<file path="config.mk">
export PLATFORM = sky130hd
export DESIGN_NAME = packed_simd_regfile
export DESIGN_NICKNAME = d
export VERILOG_FILES = /design/src/rtl/packed_simd_pkg.sv /design/src/rtl/lane_alu_if.sv /design/src/rtl/packed_lane_alu.sv /design/src/rtl/packed_simd_regfile.sv
export VERILOG_INCLUDE_DIRS = /design/src /design/src/rtl
export SDC_FILE = /design/constraint.sdc
export NUM_CORES = 2
export LEC_CHECK = 0
export BUFFER_PORTS_ARGS = -buffer_cell sky130_fd_sc_hd__buf_2
export CORE_ASPECT_RATIO = 1.5
export CORE_MARGIN = 2
export CORE_UTILIZATION = 45
export DETAILED_ROUTE_END_ITERATION = 12
export GPL_TIMING_DRIVEN = 1
export REMOVE_ABC_BUFFERS = 1
export SLEW_MARGIN = 20
export SYNTH_ARGS = -nofsm -noshare
export SYNTH_HDL_FRONTEND = slang
export SYNTH_SLANG_ARGS = --single-unit
</file>
<file path="constraint.sdc">
create_clock -name core_clk -period 5.57 [get_ports core_clk]
set_clock_uncertainty 0.05 [all_clocks]
set_input_delay 1.114 -clock core_clk [delete_from_list [all_inputs] [get_ports core_clk]]
set_output_delay 1.114 -clock core_clk [all_outputs]
set_load 0.01 [all_outputs]
</file>
<file path="src/rtl/packed_simd_defs.svh">
// Constants of the packed SIMD register file
`ifndef PACKED_SIMD_DEFS_SVH
`define PACKED_SIMD_DEFS_SVH
`define PSIMD_NUM_REGS     8
`define PSIMD_REG_W        64
`define PSIMD_IDX_W        3
`define PSIMD_LO_W         32
`define PSIMD_REG_RESET    64'h0000_0000_0000_0000
`define PSIMD_SW_MAX       16'h7FFF
`define PSIMD_SW_MIN       16'h8000
`define PSIMD_UB_MAX       8'hFF
`define PSIMD_UB_MIN       8'h00
`define PSIMD_SB_MAX       8'h7F
`define PSIMD_SB_MIN       8'h80
`define PSIMD_UW_MAX       16'hFFFF
`define PSIMD_UW_MIN       16'h0000
`endif

</file>
<file path="src/rtl/packed_simd_pkg.sv">
// Types of the packed SIMD register file
package packed_simd_pkg;
    typedef enum logic [1:0] {
        LANE_BYTE  = 2'h0,
        LANE_WORD  = 2'h1,
        LANE_DWORD = 2'h2,
        LANE_QWORD = 2'h3
    } lane_size_t;
    typedef enum logic [3:0] {
        OP_MOVE   = 4'h0,
        OP_ADD    = 4'h1,
        OP_SUB    = 4'h2,
        OP_ADDS   = 4'h3,
        OP_SUBS   = 4'h4,
        OP_ADDUS  = 4'h5,
        OP_SUBUS  = 4'h6,
        OP_AND    = 4'h7,
        OP_ANDN   = 4'h8,
        OP_OR     = 4'h9,
        OP_XOR    = 4'hA,
        OP_CMPEQ  = 4'hB,
        OP_CMPGT  = 4'hC
    } alu_op_t;
    typedef enum logic [1:0] {
        SRC_REG = 2'h0,
        SRC_GP  = 2'h1,
        SRC_MEM = 2'h2
    } src_sel_t;
endpackage : packed_simd_pkg

</file>
<file path="src/rtl/lane_alu_if.sv">
// Operand and result bundle between the register file and its lane datapath
`timescale 1ns/1ps
interface lane_alu_if;
    logic                      [63:0] src_a;
    logic                      [63:0] src_b;
    packed_simd_pkg::alu_op_t         op;
    packed_simd_pkg::lane_size_t      size;
    logic                      [63:0] result;
    modport regs (output src_a, output src_b, output op, output size, input result);
    modport alu  (input src_a, input src_b, input op, input size, output result);
endinterface : lane_alu_if

</file>
<file path="src/rtl/packed_lane_alu.sv">
// Lane-parallel integer datapath for packed bytes, words and doublewords
`timescale 1ns/1ps
`include "packed_simd_defs.svh"
module packed_lane_alu (
    lane_alu_if.alu bus
);
    // ========================================
    // Per-lane results for each lane width
    // ========================================
    logic [63:0] res_b;
    logic [63:0] res_w;
    logic [63:0] res_d;

    function automatic logic [15:0] lane_op(input logic [15:0] a, input logic [15:0] b,
                                            input packed_simd_pkg::alu_op_t op,
                                            input int w);
        logic [16:0] s;
        logic [16:0] d;
        logic [15:0] msk;
        logic [15:0] smax;
        logic [15:0] smin;
        logic [15:0] sa;
        logic [15:0] sb;
        logic [16:0] ss;
        logic [15:0] r;
        msk  = (w == 8) ? 16'h00FF : 16'hFFFF;
        smax = (w == 8) ? {8'h00, `PSIMD_SB_MAX} : `PSIMD_SW_MAX;
        smin = (w == 8) ? {8'hFF, `PSIMD_SB_MIN} : `PSIMD_SW_MIN;
        sa   = (w == 8) ? {{8{a[7]}}, a[7:0]} : a;
        sb   = (w == 8) ? {{8{b[7]}}, b[7:0]} : b;
        s    = {1'b0, a & msk} + {1'b0, b & msk};
        d    = {1'b0, a & msk} - {1'b0, b & msk};
        r    = 16'h0000;
        case (op)
            packed_simd_pkg::OP_ADD:   r = s[15:0];               // [RULE13]
            packed_simd_pkg::OP_SUB:   r = d[15:0];               // [RULE13]
            packed_simd_pkg::OP_ADDS: begin                        // [RULE9] [RULE14]
                // One guard bit so byte and word lanes clamp alike
                ss = {sa[15], sa} + {sb[15], sb};
                if ($signed(ss) > $signed({smax[15], smax})) r = smax;
                else if ($signed(ss) < $signed({smin[15], smin})) r = smin;
                else r = ss[15:0];
            end
            packed_simd_pkg::OP_SUBS: begin                        // [RULE14]
                ss = {sa[15], sa} - {sb[15], sb};
                if ($signed(ss) > $signed({smax[15], smax})) r = smax;
                else if ($signed(ss) < $signed({smin[15], smin})) r = smin;
                else r = ss[15:0];
            end
            packed_simd_pkg::OP_ADDUS: begin                       // [RULE15]
                if (w == 8) r = s[8] ? {8'h00, `PSIMD_UB_MAX} : s[15:0];
                else r = s[16] ? `PSIMD_UW_MAX : s[15:0];
            end
            packed_simd_pkg::OP_SUBUS: begin                       // [RULE15]
                if ((w == 8) ? d[8] : d[16]) r = (w == 8) ? {8'h00, `PSIMD_UB_MIN} : `PSIMD_UW_MIN;
                else r = d[15:0];
            end
            packed_simd_pkg::OP_CMPEQ: r = ((a & msk) == (b & msk)) ? 16'hFFFF : 16'h0000;
            packed_simd_pkg::OP_CMPGT: r = ($signed(sa) > $signed(sb)) ? 16'hFFFF : 16'h0000;
            default:                   r = 16'h0000;
        endcase
        return r & msk;
    endfunction : lane_op

    // Each lane computed independently; carries never cross lanes
    genvar gi;
    generate
        for (gi = 0; gi < 8; gi++) begin : g_byte
            logic [15:0] rb;
            assign rb = lane_op({8'h00, bus.src_a[gi*8 +: 8]}, {8'h00, bus.src_b[gi*8 +: 8]},
                                bus.op, 8);
            assign res_b[gi*8 +: 8] = rb[7:0];                    // [RULE5] [RULE6]
        end
        for (gi = 0; gi < 4; gi++) begin : g_word
            assign res_w[gi*16 +: 16] = lane_op(bus.src_a[gi*16 +: 16], bus.src_b[gi*16 +: 16],
                                                bus.op, 16);      // [RULE5] [RULE6]
        end
        for (gi = 0; gi < 2; gi++) begin : g_dword
            logic [31:0] a32;
            logic [31:0] b32;
            logic [32:0] s32;
            logic [32:0] d32;
            assign a32 = bus.src_a[gi*32 +: 32];
            assign b32 = bus.src_b[gi*32 +: 32];
            assign s32 = {1'b0, a32} + {1'b0, b32};
            assign d32 = {1'b0, a32} - {1'b0, b32};
            // Doubleword lanes support only wraparound forms and compares
            assign res_d[gi*32 +: 32] =
                (bus.op == packed_simd_pkg::OP_ADD)   ? s32[31:0] :   // [RULE13]
                (bus.op == packed_simd_pkg::OP_SUB)   ? d32[31:0] :
                (bus.op == packed_simd_pkg::OP_CMPEQ) ? {32{a32 == b32}} :
                (bus.op == packed_simd_pkg::OP_CMPGT) ? {32{$signed(a32) > $signed(b32)}} :
                32'h0000_0000;
        end
    endgenerate

    // ========================================
    // Whole-quadword logic and result select
    // ========================================
    logic [63:0] res_q;
    assign res_q =
        (bus.op == packed_simd_pkg::OP_AND)  ? (bus.src_a & bus.src_b) :
        (bus.op == packed_simd_pkg::OP_ANDN) ? (~bus.src_a & bus.src_b) :
        (bus.op == packed_simd_pkg::OP_OR)   ? (bus.src_a | bus.src_b) :
        (bus.op == packed_simd_pkg::OP_XOR)  ? (bus.src_a ^ bus.src_b) :
        bus.src_b;                                                // [RULE3]

    logic is_logic;
    assign is_logic = (bus.op == packed_simd_pkg::OP_MOVE) || (bus.op == packed_simd_pkg::OP_AND)
                   || (bus.op == packed_simd_pkg::OP_ANDN) || (bus.op == packed_simd_pkg::OP_OR)
                   || (bus.op == packed_simd_pkg::OP_XOR);
    assign bus.result = is_logic ? res_q :
                        (bus.size == packed_simd_pkg::LANE_BYTE)  ? res_b :
                        (bus.size == packed_simd_pkg::LANE_WORD)  ? res_w :
                        (bus.size == packed_simd_pkg::LANE_DWORD) ? res_d : res_q;
endmodule : packed_lane_alu

</file>
<file path="src/rtl/packed_simd_regfile.sv">
// Packed SIMD register file aliased onto the floating-point data stack
// Operation
// (RULE1) Eight registers of 64 bits hold packed integer data.
// (RULE2) Packed registers share storage with the eight floating-point stack entries.
// (RULE3) Quadword moves, pack, logical and arithmetic work use full 64 bits.
// (RULE4) A 32-bit path serves doubleword memory, general-register moves, some unpacks.
// (RULE5) A register reads as eight bytes, four words or two doublewords.
// (RULE6) Transfers move whole 64-bit blocks; arithmetic acts on each lane alone.
// (RULE7) Memory images put the least significant element at the lowest address.
// (RULE8) Register bit layout equals the memory quadword layout, no reordering.
// (RULE9) Signed word saturating add combines four word lanes into four results.
// (RULE10) Packed registers never form memory addresses; only general registers do.
// (RULE11) Some operations take operands from or write to general registers.
// (RULE12) Behaviour is identical in every execution mode; no new mode.
// (RULE13) Wraparound arithmetic drops each lane's carry, keeping low bits.
// (RULE14) Signed word saturation clamps to 7FFF and 8000.
// (RULE15) Unsigned byte saturation clamps to FF and 00.
// (RULE16) Lane overflow raises no exception and touches no flag.
// (RULE17) A write is visible to any read issued in a later cycle.
`timescale 1ns/1ps
`include "packed_simd_defs.svh"
module packed_simd_regfile #(
    parameter int NUM_REGS = `PSIMD_NUM_REGS,
    parameter int REG_W    = `PSIMD_REG_W
) (
    input  wire logic                                 core_clk,
    input  wire logic                                 rst_b,
    // Packed operation issue
    input  wire logic                                 op_valid,
    input  wire packed_simd_pkg::alu_op_t             op_code,
    input  wire packed_simd_pkg::lane_size_t          op_size,
    input  wire logic [`PSIMD_IDX_W-1:0]              op_dst,
    input  wire logic [`PSIMD_IDX_W-1:0]              op_src_a,
    input  wire logic [`PSIMD_IDX_W-1:0]              op_src_b,
    input  wire packed_simd_pkg::src_sel_t            op_b_sel,
    input  wire logic                                 op_narrow,
    input  wire logic                                 op_dst_gp,
    input  wire logic [31:0]                          gp_operand,
    input  wire logic [63:0]                          mem_rd_data,
    output logic      [31:0]                          gp_result,
    output logic                                      gp_result_valid,
    // Memory store image
    input  wire logic                                 st_valid,
    input  wire logic [`PSIMD_IDX_W-1:0]              st_src,
    input  wire logic                                 st_narrow,
    output logic      [63:0]                          st_data,
    output logic      [7:0]                           st_byte_en,
    output logic                                      st_data_valid,
    // Floating-point stack view
    input  wire logic                                 fp_wr_en,
    input  wire logic [`PSIMD_IDX_W-1:0]              fp_wr_idx,
    input  wire logic [63:0]                          fp_wr_mant,
    input  wire logic [`PSIMD_IDX_W-1:0]              fp_rd_idx,
    output logic      [63:0]                          fp_rd_mant,
    // Packed register read port
    input  wire logic [`PSIMD_IDX_W-1:0]              rd_idx,
    output logic      [63:0]                          rd_data
);
    // ========================================
    // Elaboration checks
    // ========================================
    if (NUM_REGS != 8 || REG_W != 64) begin : g_bad_params
        $error("packed_simd_regfile supports eight 64-bit registers only");
    end

    // ========================================
    // Shared storage for both views
    // ========================================
    logic [REG_W-1:0] regs_ff [NUM_REGS];                          // [RULE1]

    lane_alu_if alu_bus ();

    logic [63:0] rd_a;
    logic [63:0] rd_b_reg;
    logic [63:0] gp_ext;
    logic [63:0] mem_lo;
    logic [63:0] opnd_b;
    logic [63:0] alu_res;
    logic [63:0] pk_wr_val;
    logic        pk_wr_en;

    function automatic logic [63:0] zext32(input logic [31:0] v);
        return {32'h0000_0000, v};
    endfunction : zext32

    assign rd_a     = regs_ff[op_src_a];
    assign rd_b_reg = regs_ff[op_src_b];
    assign gp_ext   = zext32(gp_operand);                          // [RULE4] [RULE11]
    // Memory data arrives already in register layout: byte n at address base+n
    assign mem_lo   = op_narrow ? zext32(mem_rd_data[31:0]) : mem_rd_data; // [RULE7] [RULE8]
    assign opnd_b   = (op_b_sel == packed_simd_pkg::SRC_GP)  ? gp_ext :
                      (op_b_sel == packed_simd_pkg::SRC_MEM) ? mem_lo : rd_b_reg;

    assign alu_bus.src_a = rd_a;
    assign alu_bus.src_b = opnd_b;
    assign alu_bus.op    = op_code;
    assign alu_bus.size  = op_size;
    assign alu_res       = alu_bus.result;

    packed_lane_alu u_alu (
        .bus (alu_bus.alu)
    );

    // A narrow move zero-extends into the packed register
    assign pk_wr_val = (op_narrow && op_code == packed_simd_pkg::OP_MOVE) ? zext32(opnd_b[31:0])
                                                                          : alu_res; // [RULE4]
    // No mode input exists, so every operation decodes alike in all modes [RULE12]
    assign pk_wr_en  = op_valid && !op_dst_gp;

    // ========================================
    // Register writes from either view
    // ========================================
    // Packed write takes precedence when both views target the same entry
    genvar gr;
    generate
        for (gr = 0; gr < NUM_REGS; gr++) begin : g_reg
            logic hit_pk;
            logic hit_fp;
            assign hit_pk = pk_wr_en && (op_dst == (`PSIMD_IDX_W)'(gr));
            assign hit_fp = fp_wr_en && (fp_wr_idx == (`PSIMD_IDX_W)'(gr));
            always_ff @(posedge core_clk or negedge rst_b) begin
                if (!rst_b) begin
                    regs_ff[gr] <= `PSIMD_REG_RESET;
                end else if (hit_pk) begin
                    regs_ff[gr] <= pk_wr_val;                       // [RULE2] [RULE17]
                end else if (hit_fp) begin
                    regs_ff[gr] <= fp_wr_mant;                      // [RULE2]
                end
            end
        end
    endgenerate

    // ========================================
    // Read views and registered outputs
    // ========================================
    assign rd_data    = regs_ff[rd_idx];                           // [RULE17]
    assign fp_rd_mant = regs_ff[fp_rd_idx];                        // [RULE2]

    // No flag or exception output exists for lane overflow [RULE16]
    always_ff @(posedge core_clk or negedge rst_b) begin
        if (!rst_b) begin
            gp_result       <= 32'h0000_0000;
            gp_result_valid <= 1'b0;
        end else begin
            gp_result       <= op_valid && op_dst_gp ? rd_a[31:0] : gp_result; // [RULE4] [RULE11]
            gp_result_valid <= op_valid && op_dst_gp;
        end
    end

    // Stores carry the register image unchanged; memory address comes from elsewhere
    always_ff @(posedge core_clk or negedge rst_b) begin
        if (!rst_b) begin
            st_data       <= 64'h0000_0000_0000_0000;
            st_byte_en    <= 8'h00;
            st_data_valid <= 1'b0;
        end else begin
            st_data       <= st_valid ? regs_ff[st_src] : st_data;  // [RULE6] [RULE8] [RULE10]
            st_byte_en    <= st_valid ? (st_narrow ? 8'h0F : 8'hFF) : 8'h00; // [RULE3] [RULE4]
            st_data_valid <= st_valid;
        end
    end

    // ========================================
    // Assertions
    // ========================================
    property p_pk_write_visible;
        logic [2:0] d;
        logic [63:0] v;
        @(posedge core_clk) disable iff (!rst_b)
        (pk_wr_en, d = op_dst, v = pk_wr_val) |=> (regs_ff[d] == v);
    endproperty
    a_pk_write_visible: assert property (p_pk_write_visible) else $error("packed write lost"); // [RULE17]

    property p_alias;
        @(posedge core_clk) disable iff (!rst_b)
        (fp_wr_en && !(pk_wr_en && op_dst == fp_wr_idx)) |=>
            (regs_ff[$past(fp_wr_idx)] == $past(fp_wr_mant));
    endproperty
    a_alias: assert property (p_alias) else $error("stack write not seen in packed view"); // [RULE2]

    property p_fp_view;
        @(posedge core_clk) disable iff (!rst_b)
        pk_wr_en |=> (fp_rd_idx != $past(op_dst)) || (fp_rd_mant == $past(pk_wr_val));
    endproperty
    a_fp_view: assert property (p_fp_view) else $error("views disagree"); // [RULE2]

    property p_store_image;
        @(posedge core_clk) disable iff (!rst_b)
        st_valid |=> st_data_valid && st_data == $past(regs_ff[st_src])
                     && st_byte_en == ($past(st_narrow) ? 8'h0F : 8'hFF);
    endproperty
    a_store_image: assert property (p_store_image) else $error("store image wrong"); // [RULE8]

    property p_gp_out;
        @(posedge core_clk) disable iff (!rst_b)
        (op_valid && op_dst_gp) |=> gp_result_valid && gp_result == $past(rd_a[31:0]);
    endproperty
    a_gp_out: assert property (p_gp_out) else $error("gp result wrong"); // [RULE11]

    property p_narrow_move;
        @(posedge core_clk) disable iff (!rst_b)
        (pk_wr_en && op_narrow && op_code == packed_simd_pkg::OP_MOVE) |=>
            (regs_ff[$past(op_dst)][63:32] == 32'h0000_0000);
    endproperty
    a_narrow_move: assert property (p_narrow_move) else $error("narrow move not extended"); // [RULE4]

    property p_sat_word;
        @(posedge core_clk) disable iff (!rst_b)
        (op_code == packed_simd_pkg::OP_ADDS && op_size == packed_simd_pkg::LANE_WORD
         && !rd_a[15] && !opnd_b[15] && alu_res[15]) |-> 1'b0;
    endproperty
    a_sat_word: assert property (p_sat_word) else $error("signed word overflow wrapped"); // [RULE14]

    property p_sat_ubyte;
        @(posedge core_clk) disable iff (!rst_b)
        (op_code == packed_simd_pkg::OP_ADDUS && op_size == packed_simd_pkg::LANE_BYTE
         && ({1'b0, rd_a[7:0]} + {1'b0, opnd_b[7:0]}) > 9'h0FF) |-> (alu_res[7:0] == 8'hFF);
    endproperty
    a_sat_ubyte: assert property (p_sat_ubyte) else $error("unsigned byte not clamped"); // [RULE15]

    property p_wrap_word;
        @(posedge core_clk) disable iff (!rst_b)
        (op_code == packed_simd_pkg::OP_ADD && op_size == packed_simd_pkg::LANE_WORD) |->
            (alu_res[31:16] == 16'(rd_a[31:16] + opnd_b[31:16]));
    endproperty
    a_wrap_word: assert property (p_wrap_word) else $error("lane carry leaked"); // [RULE13]

    c_pk_write: cover property (@(posedge core_clk) disable iff (!rst_b) pk_wr_en);
    c_fp_write: cover property (@(posedge core_clk) disable iff (!rst_b) fp_wr_en);
    c_sat_add:  cover property (@(posedge core_clk) disable iff (!rst_b)
                                op_valid && op_code == packed_simd_pkg::OP_ADDS);
    c_store:    cover property (@(posedge core_clk) disable iff (!rst_b) st_valid && st_narrow);
endmodule : packed_simd_regfile

</file>
* After elaboration in Yosys (flattened, before gate mapping)
Cells that the tools add are included.
Storage, ports and cells: register bits 618, output and inout port bits 234
Cells by class: add/sub/neg operators 52, order comparisons 67, equal/unequal tests 44, muxes and demuxes 161, bitwise operators 10, reductions and logical operators 36
Operator list (count):
- 64-bit two-way mux | 38
- 64-bit binary-select mux with 3-bit select | 5
- 8-bit two-way mux | 66
- 16-bit two-way mux | 32
- 16-bit one-hot mux with 8 select lines | 4
- 8-bit one-hot mux with 8 select lines | 8
- 32-bit two-way mux | 8
- 8-bit by 8-bit adder with 9-bit output | 16
- 9-bit by 8-bit greater-than comparator with 1-bit output (second input constant) | 16
- 9-bit by 8-bit less-than comparator with 1-bit output (second input constant) | 16
- 8-bit by 8-bit subtractor with 9-bit output | 16
- 16-bit by 16-bit adder with 17-bit output | 8
- 17-bit by 16-bit greater-than comparator with 1-bit output (second input constant) | 8
- 17-bit by 16-bit less-than comparator with 1-bit output (second input constant) | 8
- 16-bit by 16-bit subtractor with 17-bit output | 8
- 64-bit bitwise AND | 2
- 32-bit adder | 2
- 16-bit equality test | 4
- 32-bit equality test | 2
- 8-bit equality test | 8
- 16-bit greater-than comparator | 4
- 32-bit greater-than comparator | 2
- 8-bit greater-than comparator | 8
- 64-bit inverter | 1
- 21 further kinds | 80

* Depth between registers and ports, before layout
word-level depth 17, depth in mapped cells 24, mapped depth without buffers 19

* Modules after synthesis
A second synthesis with hierarchy kept.
Second synthesis, totals: cells, all modules 8225, area total of the unflattened synthesis 71001.8 µm²
By module, submodules not included:
- packed_simd_regfile | times used 1, cells each 4675, area each 48531.5 µm², seq. area each 15289.7 µm²
- packed_lane_alu | times used 1, cells each 3550, area each 22470.3 µm², seq. area each 0.0 µm²

* Worst setup path after synthesis
Ideal clock, no wire load.
path kind input-to-reg, start in op_src_b[0], end reg regs_ff[184] (netlist bit), setup time 0.134 ns, arrival 6.425 ns, slack -1.039 ns, stages 21, buffers on the path 5, path through buf_4 buf_2 buf_2 buf_2 mux4_2 mux2i_1 o21ai_0 ha_1 fa_1 nor3b_1 o311ai_1 nand3_1 a311oi_1 a211oi_1 or2_2 clkbuf_1 and3_1 o41ai_1 o221ai_1 nand2_1 o21ai_0
Between the ends: cells in the longest elaborated chain, start to end 17, elaborated cells between the ends (all ways) 66, those cells by class add/sub (10); order compare (11); eq/ne (3); mux (37); bitwise (5)
Ends and longest elaborated chain:
- start: declaration | line packed_simd_regfile.sv:34 | input wire logic [`PSIMD_IDX_W-1:0] op_src_b,
- 3-bit inverter with 4-bit output (implied by the code) * | line packed_simd_regfile.sv:87 | assign rd_b_reg = regs_ff[op_src_b];
- 64-bit binary-select mux with 3-bit select * | line packed_simd_regfile.sv:87
- 64-bit two-way mux (implied by the code) * (2 in a row) | line packed_simd_regfile.sv:87
- 64-bit two-way mux * | line packed_simd_regfile.sv:92 | (op_b_sel == packed_simd_pkg::SRC_MEM) ? mem_lo : rd_b_reg;
- 64-bit two-way mux * | line packed_simd_regfile.sv:91 | assign opnd_b = (op_b_sel == packed_simd_pkg::SRC_GP) ? gp_ext :
- parallel branches: the longest is 8 deep, another holds 16-bit by 16-bit subtractor with 17-bit output
- 64-bit two-way mux * | line packed_lane_alu.sv:112 | assign bus.result = is_logic ? res_q :
- 64-bit two-way mux * | line packed_simd_regfile.sv:105 | assign pk_wr_val = (op_narrow && op_code == packed_simd_pkg::OP_MOVE) ? zext32(opnd_b[31:0])
- 64-bit two-way mux * | line packed_simd_regfile.sv:124 | end else if (hit_pk) begin
- end signal: indexed assignment | line packed_simd_regfile.sv:123 | regs_ff[gr] <= `PSIMD_REG_RESET;
- end signal: indexed assignment | line packed_simd_regfile.sv:125 | regs_ff[gr] <= pk_wr_val;
- end signal: indexed assignment | line packed_simd_regfile.sv:127 | regs_ff[gr] <= fp_wr_mant;
- end: declaration | line packed_simd_regfile.sv:69 | logic [REG_W-1:0] regs_ff [NUM_REGS];
Every way passes the cells marked *. The select of a mux whose other input is x is not followed. A chain may end at the register's enable or synchronous reset.

* Worst setup path in the final report
start in op_src_b[0], end reg regs_ff[405] (netlist bit)
Between the ends: cells in the longest elaborated chain, start to end 17, elaborated cells between the ends (all ways) 66, those cells by class add/sub (10); order compare (11); eq/ne (3); mux (37); bitwise (5)
Ends and longest elaborated chain (line):
- 3-bit inverter with 4-bit output (implied by the code) * | packed_simd_regfile.sv:87
- 64-bit binary-select mux with 3-bit select * | packed_simd_regfile.sv:87
- 64-bit two-way mux (implied by the code) * (2 in a row) | packed_simd_regfile.sv:87
- 64-bit two-way mux * | packed_simd_regfile.sv:92
- 64-bit two-way mux * | packed_simd_regfile.sv:91
- parallel branches: the longest is 9 deep, another holds 16-bit by 16-bit subtractor with 17-bit output
- 64-bit two-way mux * | packed_simd_regfile.sv:105
- 64-bit two-way mux * | packed_simd_regfile.sv:124
Marked as above.

==> metrics.md <==
| Metric | Value |
|---|---|
| Worst voltage drop across the vdd grid | `~0.37 mV` |
| DRC violation count after routing | `2` |
| Most common cell in the synthesized netlist | `a21oi_1` |
| Commonest cells in the netlist | `a21oi_1, mux4_2, nand2_1` |
| Total setup violations reported at the end of the flow | `17` |
| Worst Max-Slew Pin Slew | `~1.0 ns` |
| Placeable core region | `around 160000 um2` |
| Main combinational cell family by area after synthesis | `multiplexers` |
| Worst Setup Slack, final | `-0.0521 ns` |
| Critical path buffers and inverters | `11` |
| IO Port Bufs | `between 400 and 500` |
| HP Class | `in2async` |
| TritonCTS clock tree | `done` |
| Most used flip-flop cell after synthesis | `dfrtp_1` |
| Tightest slew margin relative to the limit | `0.302` |
| Flops & latches, synth | `approximately 610` |
| Register clock-pin slew on the reported worst setup and hold paths | `0.07 ns` |
| Endpoint class of the critical path | `register` |
| Yosys top cell area share | `0.217` |
| Number of antenna violations at the first check in global routing | `17` |
| Violations in the final reports | `DRC, setup timing` |
| Height of the chip | `slightly below 500 um` |
| Routed length per instance | `33.3 um` |
| Endpoint of the worst register-to-register path | `regs_ff[311]$_DFFE_PN0P_` |
| Slowest cell on the critical path | `or4b_1` |
| Number of primary I/O pins | `~430` |
| Static leakage | `approximately 42 nW` |
| Detailed-router iteration count before antenna repair | `10` |
| Final Hold Vio Count | `0` |
| Simple-gate portion of the synthesized area | `0.126` |
| Cell accounting for the most synthesized area | `dfrtp_1` |
| Die width | `327 um` |
| First-pass GRT wire length | `between 500000 and 600000 um` |
| Count of nets left with antenna violations after detail routing | `0` |
| Setup TNS after final layout | `-0.427 ns` |
| Period utilisation layout | `1.01` |
| Crit path max fanout | `11` |
| Initial Util | `0.454` |
| Synth async-reset ratio | `1.00` |
| Setup repair after global routing missed its margin | `yes` |
| Data arrival at the endpoint of the critical path | `between 6 and 7 ns` |
| Max_cap viols | `0` |
| Library cell appearing most often on the critical path | `buf_4` |
| Mux contribution to synthesized area | `0.307` |
| Yosys Warn Count | `0` |
| Residual overflow from global routing | `0` |
| Synth Area in Adders | `0.0542` |
| DIE AREA | `160000 um2` |
| Wirelength, routed | `between 300000 and 400000 um` |
| Power per cell area | `between 400 and 500 nW/um2` |
| GRT Util Overall | `0.473` |
| Worst Reg-to-Reg Cells | `18` |
| Post-detailed-placement half-perimeter wirelength | `282000 um` |
| FF-to-FF setup slack | `roughly 0.4 ns` |
| Cell count after placement | `11.5k` |
| Max-slew violation count | `0` |
| Post-Syn Area | `~71000 um2` |
| Register area share after synthesis | `0.217` |
| Area growth, synth to finish | `37.3%` |
| Final Total Pwr | `between 40 and 50 mW` |
| Mean instance size in the synthesized netlist | `between 9 and 10 um2` |
| Proportion of layout cells with a drive suffix above 1 | `0.443` |
| Crit Path Class | `in2reg` |
| Critical Path Source Type | `input pin` |
| FILL cells | `~13k` |
| Area fraction in compound gates after synthesis | `0.229` |
| Vias per std cell | `about 6.8` |
| Pin count of the biggest net entering global routing | `125` |
| Clock tree buffer depth | `3` |
| Starting DRC count in detailed routing | `9737` |
| Post-Layout Cell Count | `11.8k` |
| Launch instance of the worst register-to-register path | `regs_ff[288]$_DFFE_PN0P_` |
| Dominant cells by area after synthesis | `dfrtp_1, mux4_2, mux2_2` |
| Outcome | `finished, violations left` |
| Period minus WS final | `about 5.6 ns` |
| Xor-xnor portion of the synthesized cell area | `0.0142` |
| Kind of cell adding the most delay to the critical path | `buffers and inverters` |
| Total number of clock tree sinks | `between 600 and 700` |
| Number of flops mapped to enable cells by yosys | `0` |
| Vias after detailed routing | `80.7k` |
| Cells after synthesis | `slightly below 8k` |
| Floorplan row count | `177` |
| Maximum single-stage delay on the critical path | `0.52 ns` |
| Worst setup slack after placement | `-1.54 ns` |
| Number of global-route vias before repair | `~80k` |
| Maximum clock rate | `around 0.18 GHz` |
| Clk Tree Root Cell | `clkbuf_16` |
| Post-synthesis cell type count | `110` |
| Number of nets in the layout | `10.1k` |
| Clock network latency to the later pin of the worst-skew pair | `0.73 ns` |
| RD Place Congestion | `1.10` |
| TritonCTS Buffers | `about 70` |
| Maximum level of the CTS H-tree | `3` |
| Req. time, crit path | `approximately 6.1 ns` |
## logic make-up after synthesis
family                   count (synthesis)
AO/OA/AOI/OAI                         2536
XOR/XNOR                               114
adder cells (fa/ha/maj)                299
buffers and inverters                  983
flip-flops                             611
multiplexers                          1318
AND/OR/NAND/NOR                       1879
## cell type report
type / instances / area (um2) / share of cell area
diodes: 10 / 25.0 / 0.000259
inverters: 277 / 1050 / 0.0109
clock inverters: 33 / 452 / 0.00467
clock buffers: 92 / 1950 / 0.0201
repair buffers: 2554 / 20300 / 0.210
flip-flops and latches: 611 / 15300 / 0.158
multi-input cells: 6146 / 55100 / 0.569
well taps: 2058 / 2570 / 0.0266
## stage by stage
stage	hold WS, ns	util	area [um2]
after CTS	0.458	0.599	93000
after global placement	0.449	0.572	88800
after global routing	0.490	0.623	96800
final	0.459	0.624	96800
after floorplan	0.499	-	67800
after detailed placement	0.458	0.572	88800
## flip-flops by register name, summed over array words and instances (netlist names)
signal / flops
regs_ff: 512
gp_result_valid: 1
st_byte_en: 2
st_data: 64
gp_result: 32
## cell usage in the layout (no fill, tap or decap), types with 236 or more instances in the layout
cell,synthesis,final
mux2_2,359,357
o21ai_0,567,447
inv_1,263,246
nor2_1,512,483
mux2i_1,321,303
dfrtp_1,611,611
nor2b_1,256,250
a21oi_1,773,704
a211oi_1,255,236
buf_2,41,410
buf_4,12,1906
nand2_1,624,604
mux4_2,637,637
## worst reg2reg max path, delay by kind of cell, from the launching register on
family	cells	cell delay (ns)
adder cells (fa/ha/maj)	2	0.56
buffers and inverters	2	0.25
multiplexers	2	0.63
flip-flops	1	0.45
AO/OA/AOI/OAI	6	1.35
AND/OR/NAND/NOR	6	1.78
## what timing repair did
| action | 4_1_cts | 5_1_grt |
|---|---|---|
| gates resized for setup | 283 | 667 |
| hold buffers | 0 | 0 |
| buffers inserted | 48 | 109 |
| setup endpoints to repair | 512 | 512 |
| pin swaps | 54 | 179 |
| cloned | 4 | 4 |
## metal layers
metal  track usage  vias to the layer above  share of wire
met5             0                        -        0.00017
met4         0.402                       10           0.10
met3         0.114                     1870           0.11
met2         0.746                     5761           0.45
met1         0.542                    39600           0.34
li1              -                    33400              -
## where the power goes
group          leakage [nW]  switching, mW  internal (mW)
sequential             7.34           1.58           5.59
clock                  1.18           2.19           2.85
combinational          33.2           15.0           14.0
## worst max-delay path by stage
stage                      start                        to  slack (ns)  cells after the start
global placement     op_src_b[0]   regs_ff[16]$_DFFE_PN0P_       -1.50                     21
finish               op_src_b[0]  regs_ff[405]$_DFFE_PN0P_       -0.05                     27
detailed placement   op_src_b[0]  regs_ff[149]$_DFFE_PN0P_       -1.54                     24
floorplan           fp_wr_idx[2]  regs_ff[330]$_DFFE_PN0P_       -3.60                      5
global route         op_src_b[0]  regs_ff[184]$_DFFE_PN0P_       -0.16                     25
CTS                  op_src_b[0]  regs_ff[103]$_DFFE_PN0P_      0.0006                     23
(Power assumes the default switching activity.)
